==> src/inc/otp_prog_pkg.sv <==
// constants and types for the user nonvolatile programming controller
// Summary of operation
// - array writes touch mirror registers only
// - trigger bit 7 write starts programming
// - region 00 bank zero, 01 bank one
// - region 10 needs both extended bits set
// - bank two burn stores the lowpass filter setting as 1000 Hz
// - finished bank sets its lock flag
// - locked bank two gets change detection while idle, a locked shared bank only while idle and it is the base
// - bank two writable, never reprogrammed once locked
// - write to other bank moves shared base
// - checksum, burn, then lock the bank
// - trigger bit stays set, never self-cleared
// - control register read and write accessible
// - control register inside array checksum
// - init lock blocks all register writes
package otp_prog_pkg;
	localparam logic [7:0] ADDR_CTRL     = 8'h11;
	localparam logic [7:0] ADDR_CTRL_RST = 8'h00;
	localparam int         TRIG_BIT      = 7;
	localparam int         EXA_BIT       = 3;
	localparam int         EXB_BIT       = 2;
	localparam int         REGION_LSB    = 0;
	localparam logic [1:0] REGION_B0     = 2'h0;
	localparam logic [1:0] REGION_B1     = 2'h1;
	localparam logic [1:0] REGION_B2     = 2'h2;
	// shared mirror block windows and bank two window, sixteen and four bytes
	localparam logic [3:0] PAGE_B0       = 4'hA;
	localparam logic [3:0] PAGE_B1       = 4'hB;
	localparam logic [3:0] PAGE_B2       = 4'hC;
	localparam int         SHARED_BYTES  = 16;
	localparam int         B2_BYTES      = 4;
	// checksum and lock registers, one per bank
	localparam logic [7:0] ADDR_SUM_B0   = 8'hE0;
	localparam logic [7:0] ADDR_SUM_B1   = 8'hE1;
	localparam logic [7:0] ADDR_SUM_B2   = 8'hE2;
	localparam int         LOCK_BIT      = 7;
	// lowpass setting: byte 0 bit 0 of bank two, 0 selects 1000 Hz
	localparam int         LPF_BIT       = 0;
	localparam logic       LPF_1000HZ    = 1'b0;
	// per-byte cell program time
	localparam int         CLK_KHZ       = 10000;
	localparam int         BYTE_PROG_US  = 500;
	localparam int         BYTE_PROG_CYC = (BYTE_PROG_US * CLK_KHZ) / 1000;
	typedef enum logic [1:0] {BANK_0, BANK_1, BANK_2, BANK_NONE} bank_t;
	typedef enum {ST_IDLE, ST_SUM, ST_BURN, ST_LOCK} prog_state_t;
endpackage

==> src/rtl/otp_prog_ctrl.sv <==
// user nonvolatile programming controller behind the internal register port
`timescale 1ns/100ps
module otp_prog_ctrl #(
	parameter int PROG_CYCLES = otp_prog_pkg::BYTE_PROG_CYC
) (
	input  wire logic       REF_CLK,
	input  wire logic       ARST_N,
	input  wire logic       REG_WR,
	input  wire logic       REG_RD,
	input  wire logic [7:0] REG_ADDR,
	input  wire logic [7:0] REG_WDATA,
	input  wire logic       INIT_LOCK,
	output logic      [7:0] REG_RDATA,
	output logic            PROG_BUSY,
	output logic            LOCK_ERR,
	output logic      [7:0] ARRAY_SUM,
	output logic            LPF_SEL
);
	localparam int SW = otp_prog_pkg::SHARED_BYTES * 8;
	localparam int BW = otp_prog_pkg::B2_BYTES * 8;

	// additive byte checksum over a packed block
	function automatic logic [7:0] block_sum(input logic [SW-1:0] blk, input int n);
		logic [7:0] s;
		s = 8'h00;
		for (int i = 0; i < otp_prog_pkg::SHARED_BYTES; i++) begin
			if (i < n) begin
				s = s + blk[i*8 +: 8];
			end
		end
		return s;
	endfunction

	logic [7:0]  ctrl_r, ctrl_nxt;
	logic [SW-1:0] mirror_r, mirror_nxt;
	logic [BW-1:0] b2_r, b2_nxt;
	otp_prog_pkg::bank_t base_r, base_nxt;
	logic [7:0]  rdata_r, rdata_nxt;
	logic [7:0]  arr_sum_r, arr_sum_nxt;
	logic [2:0]  lock_r, lock_nxt;
	logic [7:0]  sum_r [3];
	logic [7:0]  sum_nxt [3];
	otp_prog_pkg::prog_state_t st_r, st_nxt;
	otp_prog_pkg::bank_t tgt_r, tgt_nxt;
	logic [7:0]  burn_sum_r, burn_sum_nxt;
	logic [4:0]  idx_r, idx_nxt;
	logic [15:0] tmr_r, tmr_nxt;
	logic        err_r, err_nxt;
	// nonvolatile cells, no reset: they hold across power cycles
	logic [7:0]  cell_shared [2][otp_prog_pkg::SHARED_BYTES];
	logic [7:0]  cell_b2 [otp_prog_pkg::B2_BYTES];
	logic        cell_we;
	logic [7:0]  cell_wdata;
	logic        wr_ok, req, page_b0, page_b1, page_b2;
	otp_prog_pkg::bank_t req_bank;
	logic [7:0]  live_sum [3];
	logic [4:0]  last_idx;

	// decode of the incoming write and of the requested bank
	always_comb begin
		wr_ok   = REG_WR && !INIT_LOCK;
		page_b0 = REG_ADDR[7:4] == otp_prog_pkg::PAGE_B0;
		page_b1 = REG_ADDR[7:4] == otp_prog_pkg::PAGE_B1;
		page_b2 = REG_ADDR[7:4] == otp_prog_pkg::PAGE_B2
			&& REG_ADDR[3:0] < 4'(otp_prog_pkg::B2_BYTES);
		case (REG_WDATA[otp_prog_pkg::REGION_LSB +: 2])
			otp_prog_pkg::REGION_B0: req_bank = otp_prog_pkg::BANK_0;
			otp_prog_pkg::REGION_B1: req_bank = otp_prog_pkg::BANK_1;
			otp_prog_pkg::REGION_B2: req_bank = (REG_WDATA[otp_prog_pkg::EXA_BIT]
				&& REG_WDATA[otp_prog_pkg::EXB_BIT]) ? otp_prog_pkg::BANK_2
				: otp_prog_pkg::BANK_NONE;
			default: req_bank = otp_prog_pkg::BANK_NONE;
		endcase
		req = wr_ok && REG_ADDR == otp_prog_pkg::ADDR_CTRL
			&& REG_WDATA[otp_prog_pkg::TRIG_BIT];
	end

	// live checksums of the working registers
	always_comb begin
		live_sum[0] = block_sum(mirror_r, otp_prog_pkg::SHARED_BYTES);
		live_sum[1] = live_sum[0];
		live_sum[2] = block_sum(SW'(b2_r), otp_prog_pkg::B2_BYTES);
	end

	// user registers: control, shared mirror, bank two working values
	always_comb begin
		ctrl_nxt    = ctrl_r;
		mirror_nxt  = mirror_r;
		b2_nxt      = b2_r;
		base_nxt    = base_r;
		rdata_nxt   = rdata_r;
		arr_sum_nxt = ctrl_r + live_sum[0] + live_sum[2];
		if (wr_ok) begin
			if (REG_ADDR == otp_prog_pkg::ADDR_CTRL) begin
				ctrl_nxt = REG_WDATA;
			end
			if (page_b0 || page_b1) begin
				mirror_nxt[REG_ADDR[3:0]*8 +: 8] = REG_WDATA;
				base_nxt = page_b0 ? otp_prog_pkg::BANK_0 : otp_prog_pkg::BANK_1;
			end
			if (page_b2) begin
				b2_nxt[REG_ADDR[1:0]*8 +: 8] = REG_WDATA;
			end
		end
		if (REG_RD) begin
			rdata_nxt = 8'h00;
			if (REG_ADDR == otp_prog_pkg::ADDR_CTRL) begin
				rdata_nxt = ctrl_r;
			end else if (page_b0 || page_b1) begin
				rdata_nxt = mirror_r[REG_ADDR[3:0]*8 +: 8];
			end else if (page_b2) begin
				rdata_nxt = b2_r[REG_ADDR[1:0]*8 +: 8];
			end else if (REG_ADDR == otp_prog_pkg::ADDR_SUM_B0) begin
				rdata_nxt = {lock_r[0], sum_r[0][6:0]};
			end else if (REG_ADDR == otp_prog_pkg::ADDR_SUM_B1) begin
				rdata_nxt = {lock_r[1], sum_r[1][6:0]};
			end else if (REG_ADDR == otp_prog_pkg::ADDR_SUM_B2) begin
				rdata_nxt = {lock_r[2], sum_r[2][6:0]};
			end
		end
	end

	always_ff @(posedge REF_CLK or negedge ARST_N) begin
		if (!ARST_N) begin
			ctrl_r    <= otp_prog_pkg::ADDR_CTRL_RST;
			mirror_r  <= '0;
			b2_r      <= '0; // lowpass comes up at 1000 Hz
			base_r    <= otp_prog_pkg::BANK_0;
			rdata_r   <= 8'h00;
			arr_sum_r <= 8'h00;
		end else begin
			ctrl_r    <= ctrl_nxt;
			mirror_r  <= mirror_nxt;
			b2_r      <= b2_nxt;
			base_r    <= base_nxt;
			rdata_r   <= rdata_nxt;
			arr_sum_r <= arr_sum_nxt;
		end
	end

	// programming sequencer: sum, burn byte by byte, then lock
	always_comb begin
		st_nxt       = st_r;
		tgt_nxt      = tgt_r;
		burn_sum_nxt = burn_sum_r;
		idx_nxt      = idx_r;
		tmr_nxt      = tmr_r;
		lock_nxt     = lock_r;
		sum_nxt      = sum_r;
		cell_we      = 1'b0;
		cell_wdata   = 8'h00;
		last_idx     = (tgt_r == otp_prog_pkg::BANK_2) ? 5'(otp_prog_pkg::B2_BYTES - 1)
			: 5'(otp_prog_pkg::SHARED_BYTES - 1);
		case (st_r)
			otp_prog_pkg::ST_IDLE: begin
				// requests are taken only here; a reserved or locked request leaves the sequencer idle
				if (req && req_bank != otp_prog_pkg::BANK_NONE
					&& !lock_r[req_bank]) begin
					tgt_nxt = req_bank;
					st_nxt  = otp_prog_pkg::ST_SUM;
				end
			end
			otp_prog_pkg::ST_SUM: begin
				burn_sum_nxt = live_sum[tgt_r];
				idx_nxt      = 5'h00;
				tmr_nxt      = 16'(PROG_CYCLES - 1);
				st_nxt       = otp_prog_pkg::ST_BURN;
			end
			otp_prog_pkg::ST_BURN: begin
				if (tmr_r == 16'h0000) begin
					cell_we = 1'b1;
					if (tgt_r == otp_prog_pkg::BANK_2) begin
						cell_wdata = b2_r[idx_r[1:0]*8 +: 8];
						if (idx_r == 5'h00) begin
							cell_wdata[otp_prog_pkg::LPF_BIT] = otp_prog_pkg::LPF_1000HZ;
						end
					end else begin
						cell_wdata = mirror_r[idx_r[3:0]*8 +: 8];
					end
					tmr_nxt = 16'(PROG_CYCLES - 1);
					idx_nxt = idx_r + 5'h01;
					if (idx_r == last_idx) begin
						st_nxt = otp_prog_pkg::ST_LOCK;
					end
				end else begin
					tmr_nxt = tmr_r - 16'h0001;
				end
			end
			otp_prog_pkg::ST_LOCK: begin
				// lock the bank; the trigger bit is left as the host wrote it
				lock_nxt[tgt_r] = 1'b1;
				sum_nxt[tgt_r]  = burn_sum_r;
				st_nxt          = otp_prog_pkg::ST_IDLE;
			end
			default: st_nxt = otp_prog_pkg::ST_IDLE;
		endcase
	end

	always_ff @(posedge REF_CLK or negedge ARST_N) begin
		if (!ARST_N) begin
			st_r       <= otp_prog_pkg::ST_IDLE;
			tgt_r      <= otp_prog_pkg::BANK_0;
			burn_sum_r <= 8'h00;
			idx_r      <= 5'h00;
			tmr_r      <= 16'h0000;
			lock_r     <= 3'h0;
			sum_r      <= '{default: 8'h00};
		end else begin
			st_r       <= st_nxt;
			tgt_r      <= tgt_nxt;
			burn_sum_r <= burn_sum_nxt;
			idx_r      <= idx_nxt;
			tmr_r      <= tmr_nxt;
			lock_r     <= lock_nxt;
			sum_r      <= sum_nxt;
		end
	end

	// nonvolatile cell writes, only from the sequencer
	always_ff @(posedge REF_CLK) begin
		if (cell_we) begin
			if (tgt_r == otp_prog_pkg::BANK_2) begin
				cell_b2[idx_r[1:0]] <= cell_wdata;
			end else begin
				cell_shared[tgt_r[0]][idx_r[3:0]] <= cell_wdata;
			end
		end
	end

	// change detection on locked banks; shared banks checked while in the window
	always_comb begin
		err_nxt = 1'b0;
		if (lock_r[2] && live_sum[2] != sum_r[2]) begin
			err_nxt = 1'b1;
		end
		if (base_r != otp_prog_pkg::BANK_2 && base_r != otp_prog_pkg::BANK_NONE
			&& lock_r[base_r] && live_sum[base_r] != sum_r[base_r]) begin
			err_nxt = 1'b1;
		end
		if (st_r != otp_prog_pkg::ST_IDLE) begin
			err_nxt = 1'b0;
		end
	end

	always_ff @(posedge REF_CLK or negedge ARST_N) begin
		if (!ARST_N) begin
			err_r <= 1'b0;
		end else begin
			err_r <= err_nxt;
		end
	end

	// outputs
	assign REG_RDATA = rdata_r;
	assign PROG_BUSY = st_r != otp_prog_pkg::ST_IDLE;
	assign LOCK_ERR  = err_r;
	assign ARRAY_SUM = arr_sum_r;
	assign LPF_SEL   = b2_r[otp_prog_pkg::LPF_BIT];
endmodule

==> config.mk <==
export PLATFORM = sky130hd
export DESIGN_NAME = otp_prog_ctrl
export DESIGN_NICKNAME = d
export VERILOG_FILES = /design/src/inc/otp_prog_pkg.sv /design/src/rtl/otp_prog_ctrl.sv
export SDC_FILE = /design/constraint.sdc
export NUM_CORES = 1
export LEC_CHECK = 0
export ABC_AREA = 1
export BUFFER_PORTS_ARGS = -buffer_cell sky130_fd_sc_hd__buf_2
export CORE_MARGIN = 3
export CORE_UTILIZATION = 35
export DETAILED_ROUTE_END_ITERATION = 10
export PLACE_DENSITY = 0.54
export SLEW_MARGIN = 20
export SYNTH_ARGS = -nofsm -noshare
export SYNTH_HDL_FRONTEND = slang
export SYNTH_SLANG_ARGS = --single-unit
==> constraint.sdc <==
create_clock -name REF_CLK -period 9.5 [get_ports REF_CLK]
set_input_delay 0 -clock REF_CLK [delete_from_list [all_inputs] [get_ports REF_CLK]]
set_output_delay 0 -clock REF_CLK [all_outputs]
set_load 0.02 [all_outputs]
==> results of run 1 <==
-- stage by stage --
| step | cell area, um^2 | total power, mW | hold slack (ps) | setup WS [ps] |
|---|---|---|---|---|
| after floorplan | 15800 | 1.79 | -296 | 3270 |
| final | 17700 | 3.21 | 70.4 | 2740 |
| after detailed placement | 16500 | 2.07 | 161 | 2840 |
| after CTS | 17700 | 3.24 | 52.4 | 2810 |
| after global placement | 16500 | 2.05 | 157 | 2870 |
| after global routing | 17700 | 3.40 | 120 | 2500 |
-- layout by cell type (no fill, tap or decap), types with 2 or more instances in the layout --
master           n
mux2i_1          2
clkbuf_1        10
a31oi_1         17
xnor2_1         17
o211ai_1         6
inv_1          277
dlygate4sd3_1   17
clkbuf_16       31
nor2_1         112
or2_2            4
buf_4            8
nor3_1          21
dfrtp_1        246
o21a_1          11
nand2_2          4
xor2_1          34
o41ai_1          7
nand4_1          9
inv_2           10
o22ai_1          9
nor2_2           3
nor2_4           4
clkbuf_8         7
o221ai_1         6
a21o_1           2
fa_1           109
nand3_1         88
buf_2           37
nor3b_1          3
o31ai_1          5
o21ai_0        241
nand3b_1         3
nand3_2          6
a21oi_1         85
ha_1            40
bufinv_16        2
nand2_1        360
o21ai_1         60
clkinv_2         2
nor3_2           3
-- worst max-delay path, delay by kind of cell (launching register included) --
kind	cells	cell delay (ps)
compound gates	3	460
xor+xnor	4	810
fa+ha+maj	10	4460
buf+inv	6	390
flops	1	360
simple gates	2	140
-- worst max-delay path by stage --
stage                      start      endpoint  slack (ps)  depth (start not counted)
floorplan            mirror_r[2]  ARRAY_SUM[7]        3270                         23
global placement     mirror_r[2]  ARRAY_SUM[7]        2870                         23
detailed placement   mirror_r[2]  ARRAY_SUM[7]        2840                         25
CTS                  mirror_r[2]  ARRAY_SUM[7]        2810                         25
global route        mirror_r[50]  ARRAY_SUM[7]        2500                         25
finish               mirror_r[2]  ARRAY_SUM[7]        2740                         25
-- cell type report --
class                   count  area (um^2)  share of cell area (%)
multi-input cells        1283         8290                    46.9
flip-flops and latches    246         6160                    34.8
inverters                 287         1080                    6.09
clock buffers              48          910                    5.14
well taps                 592          741                    4.19
repair buffers             64          450                    2.55
clock inverters             4         70.1                   0.396
-- cell families after synthesis --
group,after synthesis
and+or+nand+nor,623
DFF,246
AOI/OAI and AO/OA,458
muxes,2
adders and majority gates,149
buffers and inverters,358
xor gates and xnor gates,51
-- power groups by stage --
| stage | Sequential, mW | Combinational [mW] | Clock (mW) |
|---|---|---|---|
| final | 1.16 | 0.889 | 1.16 |
| after floorplan | 1.19 | 0.595 | 0 |
| after detailed placement | 1.18 | 0.885 | 0 |
| after global placement | 1.18 | 0.873 | 0 |
| after global routing | 1.17 | 1.00 | 1.22 |
| after CTS | 1.16 | 0.895 | 1.18 |
-- registers in the layout, summed over array words and instances, names as in the netlist --
signal,cells
lock_r,3
REG_RDATA,8
mirror_r,128
idx_r,5
b2_r,32
st_r,2
burn_sum_r,8
ARRAY_SUM,8
tgt_r,2
ctrl_r,8
sum_r,24
tmr_r,16
LOCK_ERR,1
base_r,1
-- routing by layer --
layer	part of all wire, %	GRT usage, %
met1	44	29.9
met2	46	34.9
met3	7.2	3.27
met4	2.5	5.52
met5	0	0
==> results.toml, run 1 <==
[run_status]
status = "completed"

[routing]
vias = 13100
drc_errors = 0
drt-vias-per-instance = 5.20
wl_per_cell_um = 20.0
drt_iter0_drc = 1229
postRouteWirelength_mm = 50.4
firstDrtPassIters = 5
postRouteAntennaNets = 0

[setup_path]
rr_worst_depth = 25
worstSetupStartpointType = "flip-flop"
worstPathMaxFanout = 3
end_kind = "flip-flop"
arrival_ps = 7200
crit_slowest_cell = "fa_1"
r2r_setup_slack_ps = 2740
crit_type = "flip-flop to flip-flop"
required_ps = 9940
worst_path_most_repeated_cell = "fa_1"
critPathMaxStageDelay_ps = 580
r2r_start = "mirror_r[2]"
r2r_end = "ARRAY_SUM[7]"

[synth]
synth-simple-area-share_pct = 16.8
synth_top_family_by_area = "adder cells"
yosys.cell_types.count = 47
ys_seq_area_share_pct = 38.9
synth_compound_area_share_pct = 15.7
muxShareOfSynthArea_pct = 0.127
synth_common_cells = "nand2_1, inv_1, dfrtp_1"
ys_top_cells_by_area = "dfrtp_1, fa_1, nand2_1, o21ai_0, inv_1"
synth_xor_area_share_pct = 2.82
synthAdderAreaFrac_pct = 17.0
synth_cells = 1887
synth-warning-count = 0
synth_top_area_share_pct = 38.9
ys_seq_elements = 246
synth.most_common_cell = "nand2_1"
syn_avg_cell_area_um2 = 8.38
async_reset_ff_share_pct = 100
syn-num-nets = 2057
synth-main-ff-cell = "dfrtp_1"
synth_edf_count = 0
synth_largest_area_cell = "dfrtp_1"
syn_area_um2 = 15800

[hold_path]
hold_start = "REG_WR"
hold_end = "base_r[0]"
worstHoldPathCells = 7
worstHoldPathType = "input pin to flip-flop"

[finish]
final_cell_count_no_fill = 2524
utilization_pct = 39.8
n_fill_cell = 4476
num-nets-final = 2082
syn_to_final_growth_pct = 11.9
antennaDiodeCount = 0
drive_above_1_share_pct = 6.57

[global_routing]
grt_pass1_vias = 13100
grt-ovfl-total = 0
grt_pass1_wl_mm = 78.4
antenna_found_initial = 0
grt_start_max_net_pins = 131
grt.total_usage_pct = 21.4

[floorplanning]
core_area_um2 = 44400
dieArea_um2 = 47800
rows = 77
start_util_pct = 35.6
die_x_um = 219
top_level_ports = 40
die_height_um = 219

[clock_network]
cts_tree = "built"
post_cts_resized = 0
clock_latency_ps = 570
cts_buffers = 30
cts_setup_buffers = 0
ctsLongestPathBuffers = 3
htree_levels = 1
cts_root_buffer = "clkbuf_16"
numClockSinks = 246
ctsHoldBuffers = 17
path_clk_slew_ps = 60

[timing]
post-route-min-period_ps = 6760
slew_violations = 0
setup_viol = 0
grt_setup_unrepaired = "false"
fin_setup_tns_ps = 0
max_freq_ghz = 0.148
worst_slew_pin_slew_ps = 1130
max-slew-margin-rel_pct = 24.6
fin_crit_sh_pct = 71.1
hold_viol_final = 0
clock_skew_ps = 19.8

[place]
place_congestion = 0.877
dp_hpwl_mm = 35.5
place_inst = 2455
port_buffers = 39

[power]
p_seq_share_pct = 36.2
p_leak_nw = 8.07
vdd_ir_drop_max_mv = 0.133
p_int_mw = 2.12
p_sw_share_pct = 33.9
power.share.clock_pct = 36.1
p_sw_mw = 1.09
comb_power_share_pct = 27.7
powerDensity_nw_per_um2 = 181

[run]
drv_cap = 0
(Power assumes the default switching activity.)
==> run 2: changes to the inputs <==
Clock period 9.5 ns to 6.78 ns, I/O delays scaled along.
==> run 2 against run 1 <==
Against the previous run:
- clock-buffer cell count grew 2
- non-clock buffer count is 4 higher
- fmax increased by 4.3%
- combinational power grew 45%
- power grew 43%
- clock power is 43% higher
- core utilization rose by 0.20 points
- die area stayed put
- wire length increased by 0.22%
- critical endpoint unchanged
- highest routed layer unchanged
==> results.toml, run 2 (synthesis gave the netlist of run 1 again) <==
[global_routing]
antenna_found_initial = 1
grt_pass1_wl_mm = 78.7
use_met2_pct = 33.8
top_usage_layer = "met2"
met3_usage_pct = 3.98
use_met1_pct = 30.0
grt.total_usage_pct = 21.6
grt_pass1_vias = 13300
grt-ovfl-total = 0
grt_start_max_net_pins = 140

[finish]
final_common_cell = "nand2_1"
regMostFlops = "mirror_r"
reg_top3 = "mirror_r: 128 flops, b2_r: 32 flops, sum_r: 24 flops"
layout_common_cells = "nand2_1, inv_1, dfrtp_1"
largest_reg_flops = 128
drive_above_1_share_pct = 7.27
syn_to_final_growth_pct = 12.4
utilization_pct = 40.0
n_fill_cell = 4505
multiInputGateArea_um2 = 8310
final_cell_area_um2 = 17800
num-nets-final = 2087
regArea_um2 = 6160

[floorplanning]
dieArea_um2 = 47800
start_util_pct = 35.6
top_level_ports = 40
die_x_um = 219
die_height_um = 219
rows = 77
core_area_um2 = 44400

[place]
place_congestion = 0.882
dp_hpwl_mm = 35.3
placed_cell_area_um2 = 16600
port_buffers = 39

[hold_path]
hold_start = "REG_WR"
worstHoldPathType = "input pin to flip-flop"

[power]
p_leak_nw = 8.10
powerDensity_nw_per_um2 = 258
vdd_ir_drop_max_mv = 0.185

[routing]
postRouteWirelength_mm = 50.5
postRouteAntennaNets = 0
drt-vias-per-instance = 5.23
vias = 13200
drt_iter0_drc = 1104
drc_errors = 0
firstDrtPassIters = 5
wl_per_cell_um = 19.9

[run_status]
status = "completed"

[clock_network]
clock_latency_ps = 590
numClockSinks = 246
htree_levels = 1
cts_root_buffer = "clkbuf_16"
cts_buffers = 31
path_clk_slew_ps = 60
cts_tree = "built"
ctsLongestPathBuffers = 3

[run]
drv_cap = 0

[timing]
slew_violations = 0
worst_hold_slack_ps = 67.7
worst_slew_pin_slew_ps = 1190
max-slew-margin-rel_pct = 20.5
grt_setup_unrepaired = "false"
setup_viol = 0
fin_setup_tns_ps = 0
fin_crit_sh_pct = 95.6
post-route-min-period_ps = 6480
clock_skew_ps = 22.5
hold_viol_final = 0
max_freq_ghz = 0.154

[setup_path]
crit_slowest_cell = "fa_1"
required_ps = 7240
end_kind = "flip-flop"
crit_type = "flip-flop to flip-flop"
worst_path_most_repeated_cell = "fa_1"
worstPathMaxFanout = 3
worstSetupStartpointType = "flip-flop"
critPathLaunch = "mirror_r[2]"
critPathMaxStageDelay_ps = 580
arrival_ps = 6940
r2r_setup_slack_ps = 300
r2r_start = "mirror_r[2]"
run 2: path summary, 6_finish.rpt:
kind,end,cells after the start
setup / recovery,ARRAY_SUM[7],25
hold / removal,base_r[0],7
setup reg to reg,ARRAY_SUM[7],25
hold reg to reg,REG_RDATA[7],2
max in group asynchronous,mirror_r[99],3
min in group asynchronous,sum_r[20],2
run 2: per-stage QoR:
stage	power (mW)	setup slack, ps	cells
floorplan	2.50	554	1887
finish	4.58	301	2532
CTS	4.58	172	2529
detailed placement	2.91	203	2458
global route	4.85	6.92	2531
global placement	2.90	226	2458
run 2: routing by layer:
layer | wire length [um] | share of wire (%)
met1 | 21700 | 43
met2 | 22400 | 44
met3 | 4450 | 8.8
met4 | 1920 | 3.8
met5 | 0 | 0
run 2: layout make-up:
cell class / instances / share of cell area, %
Antenna cell: 1 / 0.0141
Clock buffer: 50 / 5.38
Clock inverter: 5 / 0.331
Inverter: 287 / 6.06
Multi-Input combinational cell: 1283 / 46.7
Sequential cell: 246 / 34.6
Tap cell: 592 / 4.16
Timing Repair Buffer: 68 / 2.69
run 2: power by group:
part / leakage (nW) / switching (mW) / total, mW / internal (mW)
Sequential: 3.22 / 0.0661 / 1.63 / 1.56
Clock: 0.493 / 0.667 / 1.66 / 0.992
Combinational: 4.39 / 0.836 / 1.29 / 0.459
Total: 8.10 / 1.57 / 4.58 / 3.02
run 2: timing repair:
action / in CTS / in global routing
setup endpoints to repair: 0 / 2
buffers inserted: 0 / 2
gates resized for setup: 0 / 5
hold endpoints to repair: 220 / 0
hold buffers: 16 / 0
run 2: worst max-delay path: cells and delay by family (launching register included):
kind / cells / cell delay [ps]
xor gates and xnor gates: 4 / 620
adders and majority gates: 10 / 4510
AOI/OAI and AO/OA: 3 / 380
DFF: 1 / 360
buffers and inverters: 6 / 340
and+or+nand+nor: 2 / 130
==> run 3: changes to the inputs <==
Settings changed: CORE_UTILIZATION 35 to 50, PLACE_DENSITY 0.54 to 0.73.
Clock period 6.78 ns to 5.7 ns, I/O delays scaled along.
==> run 3 against run 2 <==
Against the previous run:
- combinational power up 43%
- wire length is 3.8% lower
- highest routed layer unchanged
- die area shrank 29%
- critical path type unchanged
- the run now ends with negative setup slack left
- design area grew 3.6%
==> results.toml, run 3 (synthesis gave the netlist of run 1 again) <==
[routing]
postRouteAntennaNets = 0
postRouteWirelength_mm = 48.6
drc_errors = 0
wl_per_cell_um = 19.9
drt-vias-per-instance = 5.75
drt_iter0_drc = 1482
firstDrtPassIters = 5
vias = 14000

[place]
port_buffers = 39
place_congestion = 0.941
place_inst = 2366
dp_hpwl_mm = 33.8

[clock_network]
cts_root_buffer = "clkbuf_16"
path_clk_slew_ps = 60
cts_buffers = 29
cts_tree = "built"
clock_latency_ps = 560
numClockSinks = 246
ctsLongestPathBuffers = 3
htree_levels = 1

[timing]
slew_violations = 0
post-route-min-period_ps = 6120
worst_slew_pin_slew_ps = 1150
fin_ws_ps = -423
max-slew-margin-rel_pct = 23.0
grt_setup_unrepaired = "true"
clock_skew_ps = 13.9
setup_viol = 4
fin_crit_sh_pct = 107
max_freq_ghz = 0.163
hold_viol_final = 0

[run]
drv_cap = 0

[global_routing]
antenna_found_initial = 1
grt_pass1_wl_mm = 77.1
grt_start_max_net_pins = 169
grt_pass1_vias = 14300
grt-ovfl-total = 0
grt.total_usage_pct = 29.1

[setup_path]
arrival_ps = 6600
worstSetupStartpointType = "flip-flop"
worstPathMaxFanout = 3
end_kind = "flip-flop"
required_ps = 6180
crit_type = "flip-flop to flip-flop"
rr_worst_depth = 24

[finish]
num-nets-final = 2192
layout_common_cells = "nand2_1, inv_1, dfrtp_1"
final_common_cell = "nand2_1"
largest_reg_flops = 128
syn_to_final_growth_pct = 16.5
drive_above_1_share_pct = 14.0
final_cell_count_no_fill = 2438
reg_top3 = "mirror_r: 128 flops, b2_r: 32 flops, sum_r: 24 flops"
regMostFlops = "mirror_r"

[floorplanning]
start_util_pct = 51.2
top_level_ports = 40
die_x_um = 184
dieArea_um2 = 33800
die_height_um = 184
core_area_um2 = 30900
rows = 64

[hold_path]
worstHoldPathType = "input pin to async pin"

[power]
vdd_ir_drop_max_mv = 0.224
p_leak_nw = 8.62
powerDensity_nw_per_um2 = 304
totalPowerFinal_mw = 5.60

[run_status]
status = "finished with violations"
violations = "negative setup slack"
run 3: changes by cell type in the layout (fill, tap and decap cells not counted), sizes merged:
cell / delta
bufinv: +1
clkbuf: -8
clkinv: +3
clkinvlp: -1
buf: +107
run 3: final timing paths:
path                                   start             to  slack (ps)
worst max-delay path            mirror_r[98]   ARRAY_SUM[7]        -420
worst min-delay path                  ARST_N  burn_sum_r[1]           5
worst max register to register  mirror_r[98]   ARRAY_SUM[7]        -420
worst min register to register  REG_RDATA[7]   REG_RDATA[7]         480
max in group asynchronous             ARST_N   mirror_r[60]        4330
min in group REF_CLK                  REG_WR      base_r[0]         110
run 3: repair_timing:
| action | 4_1_cts | 5_1_grt |
|---|---|---|
| hold buffers | 16 | 0 |
| pin swaps | 31 | 29 |
| setup buffers | 4 | 3 |
| resized for setup | 15 | 26 |
| setup endpoints to repair | 6 | 7 |
| hold endpoints to repair | 170 | 0 |
run 3: stage by stage:
stage	setup TNS (ps)	util, %	hold WS [ps]	instance area [um^2]	worst slack (ps)
global route	-1750	59.6	87.8	18400	-679
finish	-851	59.6	4.56	18400	-423
floorplan	-536	-	-296	15900	-388
detailed placement	-1780	55.6	9.24	17200	-619
global placement	-1360	55.6	14.8	17200	-533
CTS	-1060	59.4	21.9	18400	-435
run 3: critical path, cell delays in order (launching register included):
cell	delay, ps
dfrtp_1	350
inv_2	50
fa_1	520
fa_1	580
inv_2	50
fa_1	460
fa_1	490
fa_1	500
inv_1	50
fa_1	430
inv_1	70
ha_2	180
inv_2	40
fa_2	570
inv_2	50
fa_1	480
ha_4	310
nand2_2	50
o21ai_2	120
nand2_1	70
nand2_1	80
a21oi_2	50
xor2_1	170
xnor2_1	190
xnor2_1	130
run 3: final cells by class:
type / instances / area, um^2
timing repair buffer: 175 / 1290
clock buffer: 42 / 815
sequential: 246 / 6160
clock inverter: 8 / 96.3
multi-input combinational: 1283 / 8500
antenna: 1 / 2.50
inverter: 287 / 1080
fill: 2651 / 12500
tap: 396 / 495
run 3: per-layer routing:
metal	vias to the layer above	global-route usage, %	part of all wire (%)
met5	-	0	0
met4	0	12.3	4.9
met3	168	7.14	10
met2	700	46.4	46
met1	6777	38.3	39
li1	6379	-	-
run 3: power breakdown:
| part | leakage [nW] | internal [mW] | switching (mW) |
|---|---|---|---|
| Combinational | 4.96 | 0.759 | 1.09 |
| Clock | 0.445 | 1.07 | 0.745 |
| Sequential | 3.22 | 1.86 | 0.0746 |
| Total | 8.62 | 3.69 | 1.91 |
